<file path="config.mk">
export PLATFORM = sky130hd
export DESIGN_NAME = lls_lane_status
export DESIGN_NICKNAME = d
export VERILOG_FILES = /design/src/rtl/lls_sync3.v /design/src/rtl/lls_lane_status.v
export VERILOG_INCLUDE_DIRS = /design/src /design/src/rtl
export SDC_FILE = /design/constraint.sdc
export NUM_CORES = 1
export LEC_CHECK = 0
export BUFFER_PORTS_ARGS = -buffer_cell sky130_fd_sc_hd__buf_2
export CORE_ASPECT_RATIO = 1.25
export CORE_MARGIN = 8
export CORE_UTILIZATION = 45
export CTS_CLUSTER_SIZE = 25
export DETAILED_ROUTE_END_ITERATION = 16
export PLACE_DENSITY = 0.75
export SYNTH_ARGS = -nofsm -noshare
export SYNTH_HDL_FRONTEND = slang
export SYNTH_SLANG_ARGS = --single-unit
</file>
<file path="constraint.sdc">
create_clock -name clock_in -period 2.6 [get_ports clock_in]
set_input_delay 0.52 -clock clock_in [delete_from_list [all_inputs] [get_ports clock_in]]
set_output_delay 0.52 -clock clock_in [all_outputs]
set_load 0.02 [all_outputs]
</file>
<file path="src/rtl/lls_regs.vh">
// register indices, field positions, reset values for the lane status block
// assumes byte address = 4 * index on a 32-bit AXI4-Lite bus
`ifndef LLS_REGS_VH
`define LLS_REGS_VH

// register indices, byte address is four times the index
`define LLS_IDX_CTRL_ERR 12'h46f
`define LLS_IDX_CG_LOCK 12'h470
`define LLS_IDX_FR_LOCK 12'h471
`define LLS_IDX_IRQ_STATUS 12'h480
`define LLS_IDX_IRQ_CLEAR 12'h481
`define LLS_IDX_IRQ_ENABLE 12'h482

// field positions
`define LLS_FR_LOCK_BIT 7
`define LLS_IRQ_CG_LSB 0
`define LLS_IRQ_ERR_LSB 8
`define LLS_IRQ_FR_BIT 16
`define LLS_IRQ_WIDTH 17

// reset values
`define LLS_FLAGS_RESET 8'h00
`define LLS_IRQ_RESET 17'h00000

// axi responses
`define LLS_RESP_OKAY 2'b00
`define LLS_RESP_SLVERR 2'b10

`endif

</file>
<file path="src/rtl/lls_sync3.v">
// three-stage synchroniser with agreement filter for lock inputs
// assumes inputs may change at any time relative to clock_in
`timescale 1ns/10ps
module lls_sync3 #(
    parameter WIDTH = 9
) (
    input wire clock_in,
    input wire rst_in,
    input wire ce_in,
    input wire [WIDTH-1:0] async_in,
    output reg [WIDTH-1:0] sync_out
);
    reg [WIDTH-1:0] stage1;
    reg [WIDTH-1:0] stage2;
    reg [WIDTH-1:0] stage3;
    integer i;

    always @(posedge clock_in) begin
        if (rst_in) begin
            stage1 <= {WIDTH{1'b0}};
            stage2 <= {WIDTH{1'b0}};
            stage3 <= {WIDTH{1'b0}};
            sync_out <= {WIDTH{1'b0}};
        end else if (ce_in) begin
            stage1 <= async_in;
            stage2 <= stage1;
            stage3 <= stage2;
            // a bit only moves once the two late stages agree
            for (i = 0; i < WIDTH; i = i + 1) begin
                if (stage2[i] == stage3[i]) begin
                    sync_out[i] <= stage3[i];
                end
            end
        end
    end
endmodule

</file>
<file path="src/rtl/lls_lane_status.v">
// lane status flags: control-char error, code group lock, frame lock
// assumes error counts and threshold come from logic on clock_in,
// lock levels come from the lane receivers in another domain
//
// Behaviour
// - one error flag per lane, bit n
// - flag reads 0 below error threshold
// - flag reads 1 at or above threshold
// - code group lock per lane at 0x470
// - lane 7 frame lock at bit 7
`timescale 1ns/10ps
`include "lls_regs.vh"
module lls_lane_status (
    input wire clock_in,
    input wire rst_in,
    input wire ce_in,
    input wire [63:0] lane_error_count_in,
    input wire [7:0] error_count_threshold_in,
    input wire [7:0] lane_code_group_lock_in,
    input wire lane7_frame_lock_in,
    input wire [15:0] s_axi_awaddr,
    input wire s_axi_awvalid,
    output reg s_axi_awready,
    input wire [31:0] s_axi_wdata,
    input wire [3:0] s_axi_wstrb,
    input wire s_axi_wvalid,
    output reg s_axi_wready,
    output reg [1:0] s_axi_bresp,
    output reg s_axi_bvalid,
    input wire s_axi_bready,
    input wire [15:0] s_axi_araddr,
    input wire s_axi_arvalid,
    output reg s_axi_arready,
    output reg [31:0] s_axi_rdata,
    output reg [1:0] s_axi_rresp,
    output reg s_axi_rvalid,
    input wire s_axi_rready,
    output reg irq_out
);
    reg [7:0] lane_control_char_error_status;
    reg [7:0] lane_code_group_lock_status;
    reg [7:0] lane_frame_lock_status;
    reg [16:0] irq_status;
    reg [16:0] irq_enable;
    reg [15:0] aw_addr;
    reg aw_held;
    reg [31:0] w_data;
    reg [3:0] w_strb;
    reg w_held;
    reg [7:0] next_err;
    reg [16:0] next_irq_status;
    reg [16:0] irq_events;
    reg [16:0] irq_clear;
    reg [31:0] read_mux;
    reg read_ok;
    wire [8:0] lock_sync;
    wire do_write;
    integer n;

    function lls_hit;
        input [15:0] addr;
        input [11:0] idx;
        begin
            lls_hit = (addr[15:14] == 2'b00) && (addr[13:2] == idx);
        end
    endfunction

    // lock levels cross from the lane clock; counts are already local
    lls_sync3 #(
        .WIDTH(9)
    ) u_lock_sync (
        .clock_in(clock_in),
        .rst_in(rst_in),
        .ce_in(ce_in),
        .async_in({lane7_frame_lock_in, lane_code_group_lock_in}),
        .sync_out(lock_sync)
    );

    always @* begin
        for (n = 0; n < 8; n = n + 1) begin
            // count >= threshold gives 1, below gives 0
            next_err[n] = (lane_error_count_in[n*8 +: 8] >=
                           error_count_threshold_in);
        end
    end

    assign do_write = aw_held && w_held && !s_axi_bvalid;

    always @* begin
        irq_events = {`LLS_IRQ_WIDTH{1'b0}};
        // lock losses and error flag assertions are the interrupt events
        irq_events[`LLS_IRQ_CG_LSB +: 8] = lane_code_group_lock_status &
                                          ~lock_sync[7:0];
        irq_events[`LLS_IRQ_ERR_LSB +: 8] = next_err &
                                           ~lane_control_char_error_status;
        irq_events[`LLS_IRQ_FR_BIT] =
            lane_frame_lock_status[`LLS_FR_LOCK_BIT] & ~lock_sync[8];
        irq_clear = {`LLS_IRQ_WIDTH{1'b0}};
        if (do_write && lls_hit(aw_addr, `LLS_IDX_IRQ_CLEAR)) begin
            irq_clear[7:0] = w_strb[0] ? w_data[7:0] : 8'h00;
            irq_clear[15:8] = w_strb[1] ? w_data[15:8] : 8'h00;
            irq_clear[16] = w_strb[2] & w_data[16];
        end
        // an event in the clearing cycle survives the clear
        next_irq_status = (irq_status & ~irq_clear) | irq_events;
    end

    always @* begin
        read_mux = 32'h00000000;
        read_ok = 1'b1;
        if (lls_hit(s_axi_araddr, `LLS_IDX_CTRL_ERR)) begin
            read_mux[7:0] = lane_control_char_error_status;
        end else if (lls_hit(s_axi_araddr, `LLS_IDX_CG_LOCK)) begin
            read_mux[7:0] = lane_code_group_lock_status;
        end else if (lls_hit(s_axi_araddr, `LLS_IDX_FR_LOCK)) begin
            // value is meaningless to software when alignment is skipped
            read_mux[7:0] = lane_frame_lock_status;
        end else if (lls_hit(s_axi_araddr, `LLS_IDX_IRQ_STATUS)) begin
            read_mux[16:0] = irq_status;
        end else if (lls_hit(s_axi_araddr, `LLS_IDX_IRQ_CLEAR)) begin
            read_mux = 32'h00000000;
        end else if (lls_hit(s_axi_araddr, `LLS_IDX_IRQ_ENABLE)) begin
            read_mux[16:0] = irq_enable;
        end else begin
            read_ok = 1'b0;
        end
    end

    // status flags track the lanes every enabled cycle
    always @(posedge clock_in) begin
        if (rst_in) begin
            lane_control_char_error_status <= `LLS_FLAGS_RESET;
            lane_code_group_lock_status <= `LLS_FLAGS_RESET;
            lane_frame_lock_status <= `LLS_FLAGS_RESET;
            irq_status <= `LLS_IRQ_RESET;
            irq_out <= 1'b0;
        end else if (ce_in) begin
            lane_control_char_error_status <= next_err;
            lane_code_group_lock_status <= lock_sync[7:0];
            lane_frame_lock_status <= {lock_sync[8], 7'h00};
            irq_status <= next_irq_status;
            irq_out <= |(irq_status & irq_enable);
        end
    end

    // axi4-lite write side; flag registers ignore writes entirely
    always @(posedge clock_in) begin
        if (rst_in) begin
            s_axi_awready <= 1'b1;
            s_axi_wready <= 1'b1;
            s_axi_bvalid <= 1'b0;
            s_axi_bresp <= `LLS_RESP_OKAY;
            aw_held <= 1'b0;
            w_held <= 1'b0;
            aw_addr <= 16'h0000;
            w_data <= 32'h00000000;
            w_strb <= 4'h0;
            irq_enable <= `LLS_IRQ_RESET;
        end else if (ce_in) begin
            if (s_axi_awvalid && s_axi_awready) begin
                aw_addr <= s_axi_awaddr;
                aw_held <= 1'b1;
                s_axi_awready <= 1'b0;
            end
            if (s_axi_wvalid && s_axi_wready) begin
                w_data <= s_axi_wdata;
                w_strb <= s_axi_wstrb;
                w_held <= 1'b1;
                s_axi_wready <= 1'b0;
            end
            if (s_axi_bvalid && s_axi_bready) begin
                s_axi_bvalid <= 1'b0;
            end
            if (do_write) begin
                aw_held <= 1'b0;
                w_held <= 1'b0;
                s_axi_awready <= 1'b1;
                s_axi_wready <= 1'b1;
                s_axi_bvalid <= 1'b1;
                s_axi_bresp <= `LLS_RESP_OKAY;
                if (lls_hit(aw_addr, `LLS_IDX_IRQ_ENABLE)) begin
                    if (w_strb[0]) begin
                        irq_enable[7:0] <= w_data[7:0];
                    end
                    if (w_strb[1]) begin
                        irq_enable[15:8] <= w_data[15:8];
                    end
                    if (w_strb[2]) begin
                        irq_enable[16] <= w_data[16];
                    end
                end else if (!(lls_hit(aw_addr, `LLS_IDX_CTRL_ERR) ||
                               lls_hit(aw_addr, `LLS_IDX_CG_LOCK) ||
                               lls_hit(aw_addr, `LLS_IDX_FR_LOCK) ||
                               lls_hit(aw_addr, `LLS_IDX_IRQ_STATUS) ||
                               lls_hit(aw_addr, `LLS_IDX_IRQ_CLEAR))) begin
                    s_axi_bresp <= `LLS_RESP_SLVERR;
                end
            end
        end
    end

    // axi4-lite read side, one read outstanding
    always @(posedge clock_in) begin
        if (rst_in) begin
            s_axi_arready <= 1'b1;
            s_axi_rvalid <= 1'b0;
            s_axi_rdata <= 32'h00000000;
            s_axi_rresp <= `LLS_RESP_OKAY;
        end else if (ce_in) begin
            if (s_axi_arvalid && s_axi_arready) begin
                s_axi_arready <= 1'b0;
                s_axi_rvalid <= 1'b1;
                s_axi_rdata <= read_mux;
                s_axi_rresp <= read_ok ? `LLS_RESP_OKAY : `LLS_RESP_SLVERR;
            end else if (s_axi_rvalid && s_axi_rready) begin
                s_axi_rvalid <= 1'b0;
                s_axi_arready <= 1'b1;
            end
        end
    end
endmodule

</file>
==> flow_summary.ini, run 1 <==
[routing]
drtAntennaViolNets = 0
highest_layer = met4
drt-initial-drc-count = 336
dr_wl_met2_mm = 10.2
drt_pass1_iterations = 5
wl_met1_mm = 8.66
met3_length_mm = 1.33
dr_total_vias = 6915
wl_per_cell_um = 16.3
drc = 0
wl_mm = 20.8
drt-vias-per-instance = 5.44

[clock_network]
htree_levels = 4
clock_path_buffers = 2
numClockSinks = 148
cts.clk_slew.worst_paths_ps = 70
root_buffer = clkbuf_16
worstSkewPairLatency_ps = 430
cts_tree = yes
cts_hold_buf = 0
cts_buffers = 17
cts_resized = 0
post_cts_buffers = 0

[floorplanning]
fp.dieArea_um2 = 21400
die_h_um = 161
coreArea_um2 = 16700
placementRows = 53
initial_core_util_pct = 45.6
die_w_um = 132
io_pins = 199

[hold_path]
hold_path.class = input port to flop
min_from = s_axi_awaddr[7]
hold_end = aw_addr[7]
whs_path_depth = 3

[sta]
grt_setup_unrepaired = false
whs_ps = 318
clock.fmax_mhz = 510
finalMaxSlewViolations = 0
layout_min_cycle_time_ps = 1960
layout_worst_path_cycle_share_pct = 75.3
maxSlewHeadroom_pct = 49.5
setup_viol = 0
tightestPinTransition_ps = 755
final.setup_skew_ps = 14.3
finalSetupTns_ps = 0
final-hold-violation-count = 0

[layout]
fill_cells = 1601
syn_to_final_growth_pct = 19.7
multi_input_area_um2 = 4270
nets = 1260
final_layout_size_suffix_gt1_share_pct = 21.8
seq_area_um2 = 2960
diodes = 0

[yosys]
syn-instance-count = 898
ys_seq_area_share_pct = 38.9
ys_types = 57
synthFlopType = dfxtp_1
synth_top_area_share_pct = 38.9
yosysWarningCount = 0
ys_top_cells_by_area = dfxtp_1 39%, ha_1 11%, a21oi_1 6.0%, nand2_1 5.8%, mux2i_1 4.5%
async_reset_ff_share_pct = 0
avgSynthCellArea_um2 = 8.48
synth_seq_cells = 148
syn_area_um2 = 7620
synth_area_leader_cell = dfxtp_1
synth_edf_count = 0

[setup_path]
arrival_ps = 2310
r2r_slack_ps = 650
critPathLaunchType = input port
reg2reg_depth = 5
crit_start = s_axi_araddr[5]
endpoint_kind = flop
worst_ep_required_time_ps = 2950
worst-path-max-fanout = 7
timing.rr.start = aw_addr[15]
r2r_end = irq_enable[9]
critPathKind = input port to flop

[global_routing]
antenna_found_initial = 0
grt_pass1_vias = 6788
grt.overflow.total = 0
grtUsageTotal_pct = 19.0
grt_pass1_wl_mm = 33.6
grt_max_degree = 95

[placed_design]
hpwlAfterDp_mm = 16.0
gp_congestion = 0.894
io_buffers = 161

[job]
maxCapViolCount = 0

[power_and_ir_drop]
p_leak_nw = 3.86
ir_drop_v = 0.000372
powerDensity_nw_per_um2 = 591

[run_status]
status = finished, final reports clean
-- synth_stat cells (all sizes together), types with 9 or more instances --
cell,instances
mux2,10
nand2,118
nand4,32
o31ai,11
clkbuf,43
a21oi,92
o21a,18
mux2i,34
a22oi,9
nor2,62
nor2b,13
o21ai,66
buf,27
inv,26
ha,64
nand3,20
dfxtp,148
-- worst max path at each step --
stage	to	slack, ps	depth (start not counted)
after floorplan	s_axi_rdata[6]	510	5
after global placement	s_axi_rdata[6]	270	5
after detailed placement	s_axi_rdata[6]	250	5
after CTS	irq_enable[9]	640	5
after global routing	irq_enable[2]	480	5
final	s_axi_rdata[6]	640	5
-- logic make-up after synthesis --
kind of cell | after synthesis | synth area share, %
AO/OA/AOI/OAI | 252 | 20.3
adder cells (fa/ha/maj) | 64 | 10.5
buffers and inverters | 96 | 5.83
flip-flops | 148 | 38.9
multiplexers | 44 | 5.95
other | 1 | 0.0492
AND/OR/NAND/NOR | 293 | 18.4
-- through the flow --
stage               worst slack, ps  std cells  power (mW)  area, um^2  util [%]
floorplan                       512        914        2.84        7680         -
global placement                273       1240        3.03        8540      51.1
detailed placement              250       1240        3.05        8540      51.1
CTS                             644       1272        5.42        9120      54.6
global route                    484       1272        5.62        9120      54.6
finish                          641       1272        5.39        9120      54.6
-- worst max-delay path, cell delays in order --
cell and delay [ps]:
buf_2 110, or4_1 570, or4_1 660, o22a_1 290, a21oi_1 160
-- routing by layer --
layer	vias up	GRT usage, %
li1	3485	-
met1	3162	21.4
met2	230	33.0
met3	38	5.62
met4	0	7.81
met5	-	0
-- layout by cell type (no fill, tap or decap), types with 4 or more instances in the layout --
master and n:
nand4_1 32, o211ai_1 7, buf_4 15, mux2i_1 34, mux2_2 10, a21o_1 8
inv_1 26, nor4b_1 4, nor2_1 62, clkbuf_16 17, a22oi_1 9, inv_8 6
nand2_1 118, o221a_2 6, nor2b_1 13, o21a_1 18, o21ai_0 66, and2_1 8
or3_1 7, o2111ai_1 8, dfxtp_1 148, ha_1 64, a2111oi_0 8, nand2b_1 8
inv_6 6, a211oi_1 8, buf_2 160, conb_1 17, o31ai_1 11, a21oi_1 92
nand3_1 20
-- registers in the layout (all words and copies together), names as in the netlist, 9 cells and up --
signal and flops:
w_data 17, aw_addr 14, u_lock_sync.stage1 9, u_lock_sync.stage2 9
s_axi_rdata 17, irq_status 17, u_lock_sync.sync_out 9, u_lock_sync.stage3 9
irq_enable 17
-- layout make-up --
| type | count | share of cell area, % |
|---|---|---|
| sequential | 148 | 32.5 |
| inverter | 26 | 1.07 |
| timing repair buffer | 176 | 10.2 |
| clock buffer | 17 | 4.67 |
| tap | 220 | 3.02 |
| multi-input combinational | 670 | 46.9 |
| clock inverter | 15 | 1.66 |
-- where the power goes --
part	total, mW	switching [mW]	internal (mW)
Clock	2.39	1.11	1.28
Combinational	0.596	0.333	0.262
Sequential	2.40	0.0659	2.34
Total	5.39	1.51	3.89
Power figures use the tool's default switching activity.
==> run 2, diff against run 1 <==
--- a/config.mk
+++ b/config.mk
@@ -6,13 +6,14 @@
 export SDC_FILE = /design/constraint.sdc
 export NUM_CORES = 1
 export LEC_CHECK = 0
+export ABC_AREA = 1
 export BUFFER_PORTS_ARGS = -buffer_cell sky130_fd_sc_hd__buf_2
 export CORE_ASPECT_RATIO = 1.25
 export CORE_MARGIN = 8
 export CORE_UTILIZATION = 45
 export CTS_CLUSTER_SIZE = 25
 export DETAILED_ROUTE_END_ITERATION = 16
-export PLACE_DENSITY = 0.75
+export PLACE_DENSITY = 0.77
 export SYNTH_ARGS = -nofsm -noshare
 export SYNTH_HDL_FRONTEND = slang
 export SYNTH_SLANG_ARGS = --single-unit
==> constraint.sdc (replaced) <==
create_clock -name clock_in -period 1.8 [get_ports clock_in]
set_input_delay 0.36 -clock clock_in [delete_from_list [all_inputs] [get_ports clock_in]]
set_output_delay 0.36 -clock clock_in [all_outputs]
set_load 0.02 [all_outputs]
==> run 2 against run 1 <==
Against the previous run:
- power increased by 48%
- critical endpoint is now irq_status[16]
- critical path depth increased by 1
- via count increased by 11%
- die area increased by 2.7%
- global-route usage increased by 0.17 points
- synthesized cell count increased by 19%
- clock skew decreased by 6.7 ps
==> flow_summary.ini, run 2 <==
[run_status]
status = finished, final reports clean

[power_and_ir_drop]
powerDensity_nw_per_um2 = 843
p_leak_nw = 4.23
ir_drop_v = 0.000638

[routing]
drc = 0
drt_pass1_iterations = 5
drtAntennaViolNets = 0
wl_per_cell_um = 14.6
drt-initial-drc-count = 399
dr_total_vias = 7684
drt-vias-per-instance = 5.27
wl_mm = 21.3

[clock_network]
root_buffer = clkbuf_16
htree_levels = 4
cts_hold_buf = 0
cts_resized = 0
cts_tree = yes
worstSkewPairLatency_ps = 420
cts.clk_slew.worst_paths_ps = 60
cts_buffers = 17
clock_path_buffers = 2
post_cts_buffers = 0
numClockSinks = 148

[layout]
post-route-util_pct = 54.7
final_layout_size_suffix_gt1_share_pct = 20.3
final_common_cell = nand2_1
nets = 1442
diodes = 0
final_cell_mix = 188 x nand2_1, 161 x buf_2, 148 x dfxtp_1
post-route-cell-area_um2 = 9460
syn_to_final_growth_pct = 20.5

[yosys]
ys_top_cells_by_area = dfxtp_1 38%, ha_1 10%, a21oi_1 9.2%, nand2_1 9.0%, o21ai_0 5.4%
syn-instance-count = 1068
avgSynthCellArea_um2 = 7.35
synthFlopType = dfxtp_1
synth_seq_cells = 148
syn_area_um2 = 7850
synth_top_area_share_pct = 37.7
synth_edf_count = 0
ys_types = 36
synth_area_leader_cell = dfxtp_1
ys_seq_area_share_pct = 37.7
yosysWarningCount = 0
yosysMostFrequentCell = nand2_1
async_reset_ff_share_pct = 0
synth_commonest_cells = 188 x nand2_1, 148 x dfxtp_1, 144 x a21oi_1

[setup_path]
arrival_ps = 1920
slowest_delay_ps = 320
cp_cell_sequence = nor2_1 -> nand4_2 -> nor2_4 -> nand3_2 -> o21ai_0 -> a21oi_1
reg2reg_depth = 6
critPathKind = flop to flop
crit_cells = 6
crit_family = simple AND/OR/NAND/NOR gates
endpoint_kind = flop
path_buf_inv = 0
worst_ep_required_time_ps = 2100
worst-path-max-fanout = 17
cpMaxStageDelayCell = nand3_2
critPathLaunchType = flop

[floorplanning]
fp.dieArea_um2 = 22000
die_w_um = 134
die_h_um = 164
coreArea_um2 = 17300
initial_core_util_pct = 45.4
placementRows = 54
io_pins = 199

[sta]
clock.fmax_mhz = 614
finalSetupTns_ps = 0
whs_ps = 164
final-hold-violation-count = 0
layout_worst_path_cycle_share_pct = 90.4
final.setup_skew_ps = 7.65
finalMaxSlewViolations = 0
setup_viol = 0
layout_min_cycle_time_ps = 1630
grt_setup_unrepaired = false

[placed_design]
placed_area_um2 = 8890
hpwlAfterDp_mm = 16.4
gp_congestion = 0.903
io_buffers = 161

[global_routing]
grt_pass1_vias = 7290
grt_pass1_wl_mm = 34.5
grt.overflow.total = 0
antenna_found_initial = 0
grt_max_degree = 62
grtUsageTotal_pct = 19.2

[hold_path]
whs_path_depth = 3
hold_path.class = input port to flop

[job]
maxCapViolCount = 0
run 2: changes by cell type after synthesis, moves of 29 or more:
cell     change
a21oi_1     +52
inv_1       +68
mux2i_1     -34
nand2_1     +70
nand3_1     +29
nor2_1      +29
run 2: cells by family (layout without fill, tap and decap cells):
logic type / Yosys count / after routing / synth area share [%]
AO/OA/AOI/OAI: 273 / 273 / 18.3
adder cells (fa/ha/maj): 64 / 64 / 10.2
buffers and inverters: 168 / 318 / 9.39
flip-flops: 148 / 148 / 37.7
other: 1 / 17 / 0.0478
AND/OR/NAND/NOR: 414 / 414 / 24.4
run 2: power breakdown:
| part | total [mW] | leakage (nW) | switching, mW | internal (mW) |
|---|---|---|---|---|
| Sequential | 3.51 | 1.21 | 0.0949 | 3.42 |
| Clock | 3.39 | 0.273 | 1.45 | 1.93 |
| Combinational | 1.08 | 2.75 | 0.655 | 0.422 |
run 2: final timing paths:
check / from / endpoint / slack (ps)
setup / recovery: aw_addr[11] / irq_status[16] / 170
hold / removal: lane_code_group_lock_in[3] / u_lock_sync.stage1[3] / 160
hold reg to reg: aw_held / aw_held / 460
setup reg to reg: aw_addr[11] / irq_status[16] / 170
run 2: area by class of cell:
class,count,area (um^2)
fill,1664,7840
clock buffer,17,425
inverter,103,387
timing repair buffer,183,1050
multi-input combinational,768,4210
tap,224,280
sequential,148,2960
clock inverter,15,148
run 2: stage by stage:
step                      power, mW  setup WS, ps  instances
after global routing           8.34          29.1       1458
after CTS                      8.04           167       1458
final                          7.98           172       1458
after global placement         4.62         -14.9       1426
after floorplan                4.26           397       1084
after detailed placement       4.66         -36.7       1426
run 2: worst register-to-register path, stage by stage, from the launching register on:
cell and delay [ps]:
dfxtp_1 310, nor2_1 180, nand4_2 160, nor2_4 140, nand3_2 320, o21ai_0 310
a21oi_1 90
run 2: per-layer routing:
layer,share of wire (%),global-route usage (%)
met3,6.8,4.10
met5,0,0
met4,3.5,9.77
met2,47,32.8
met1,42,22.3
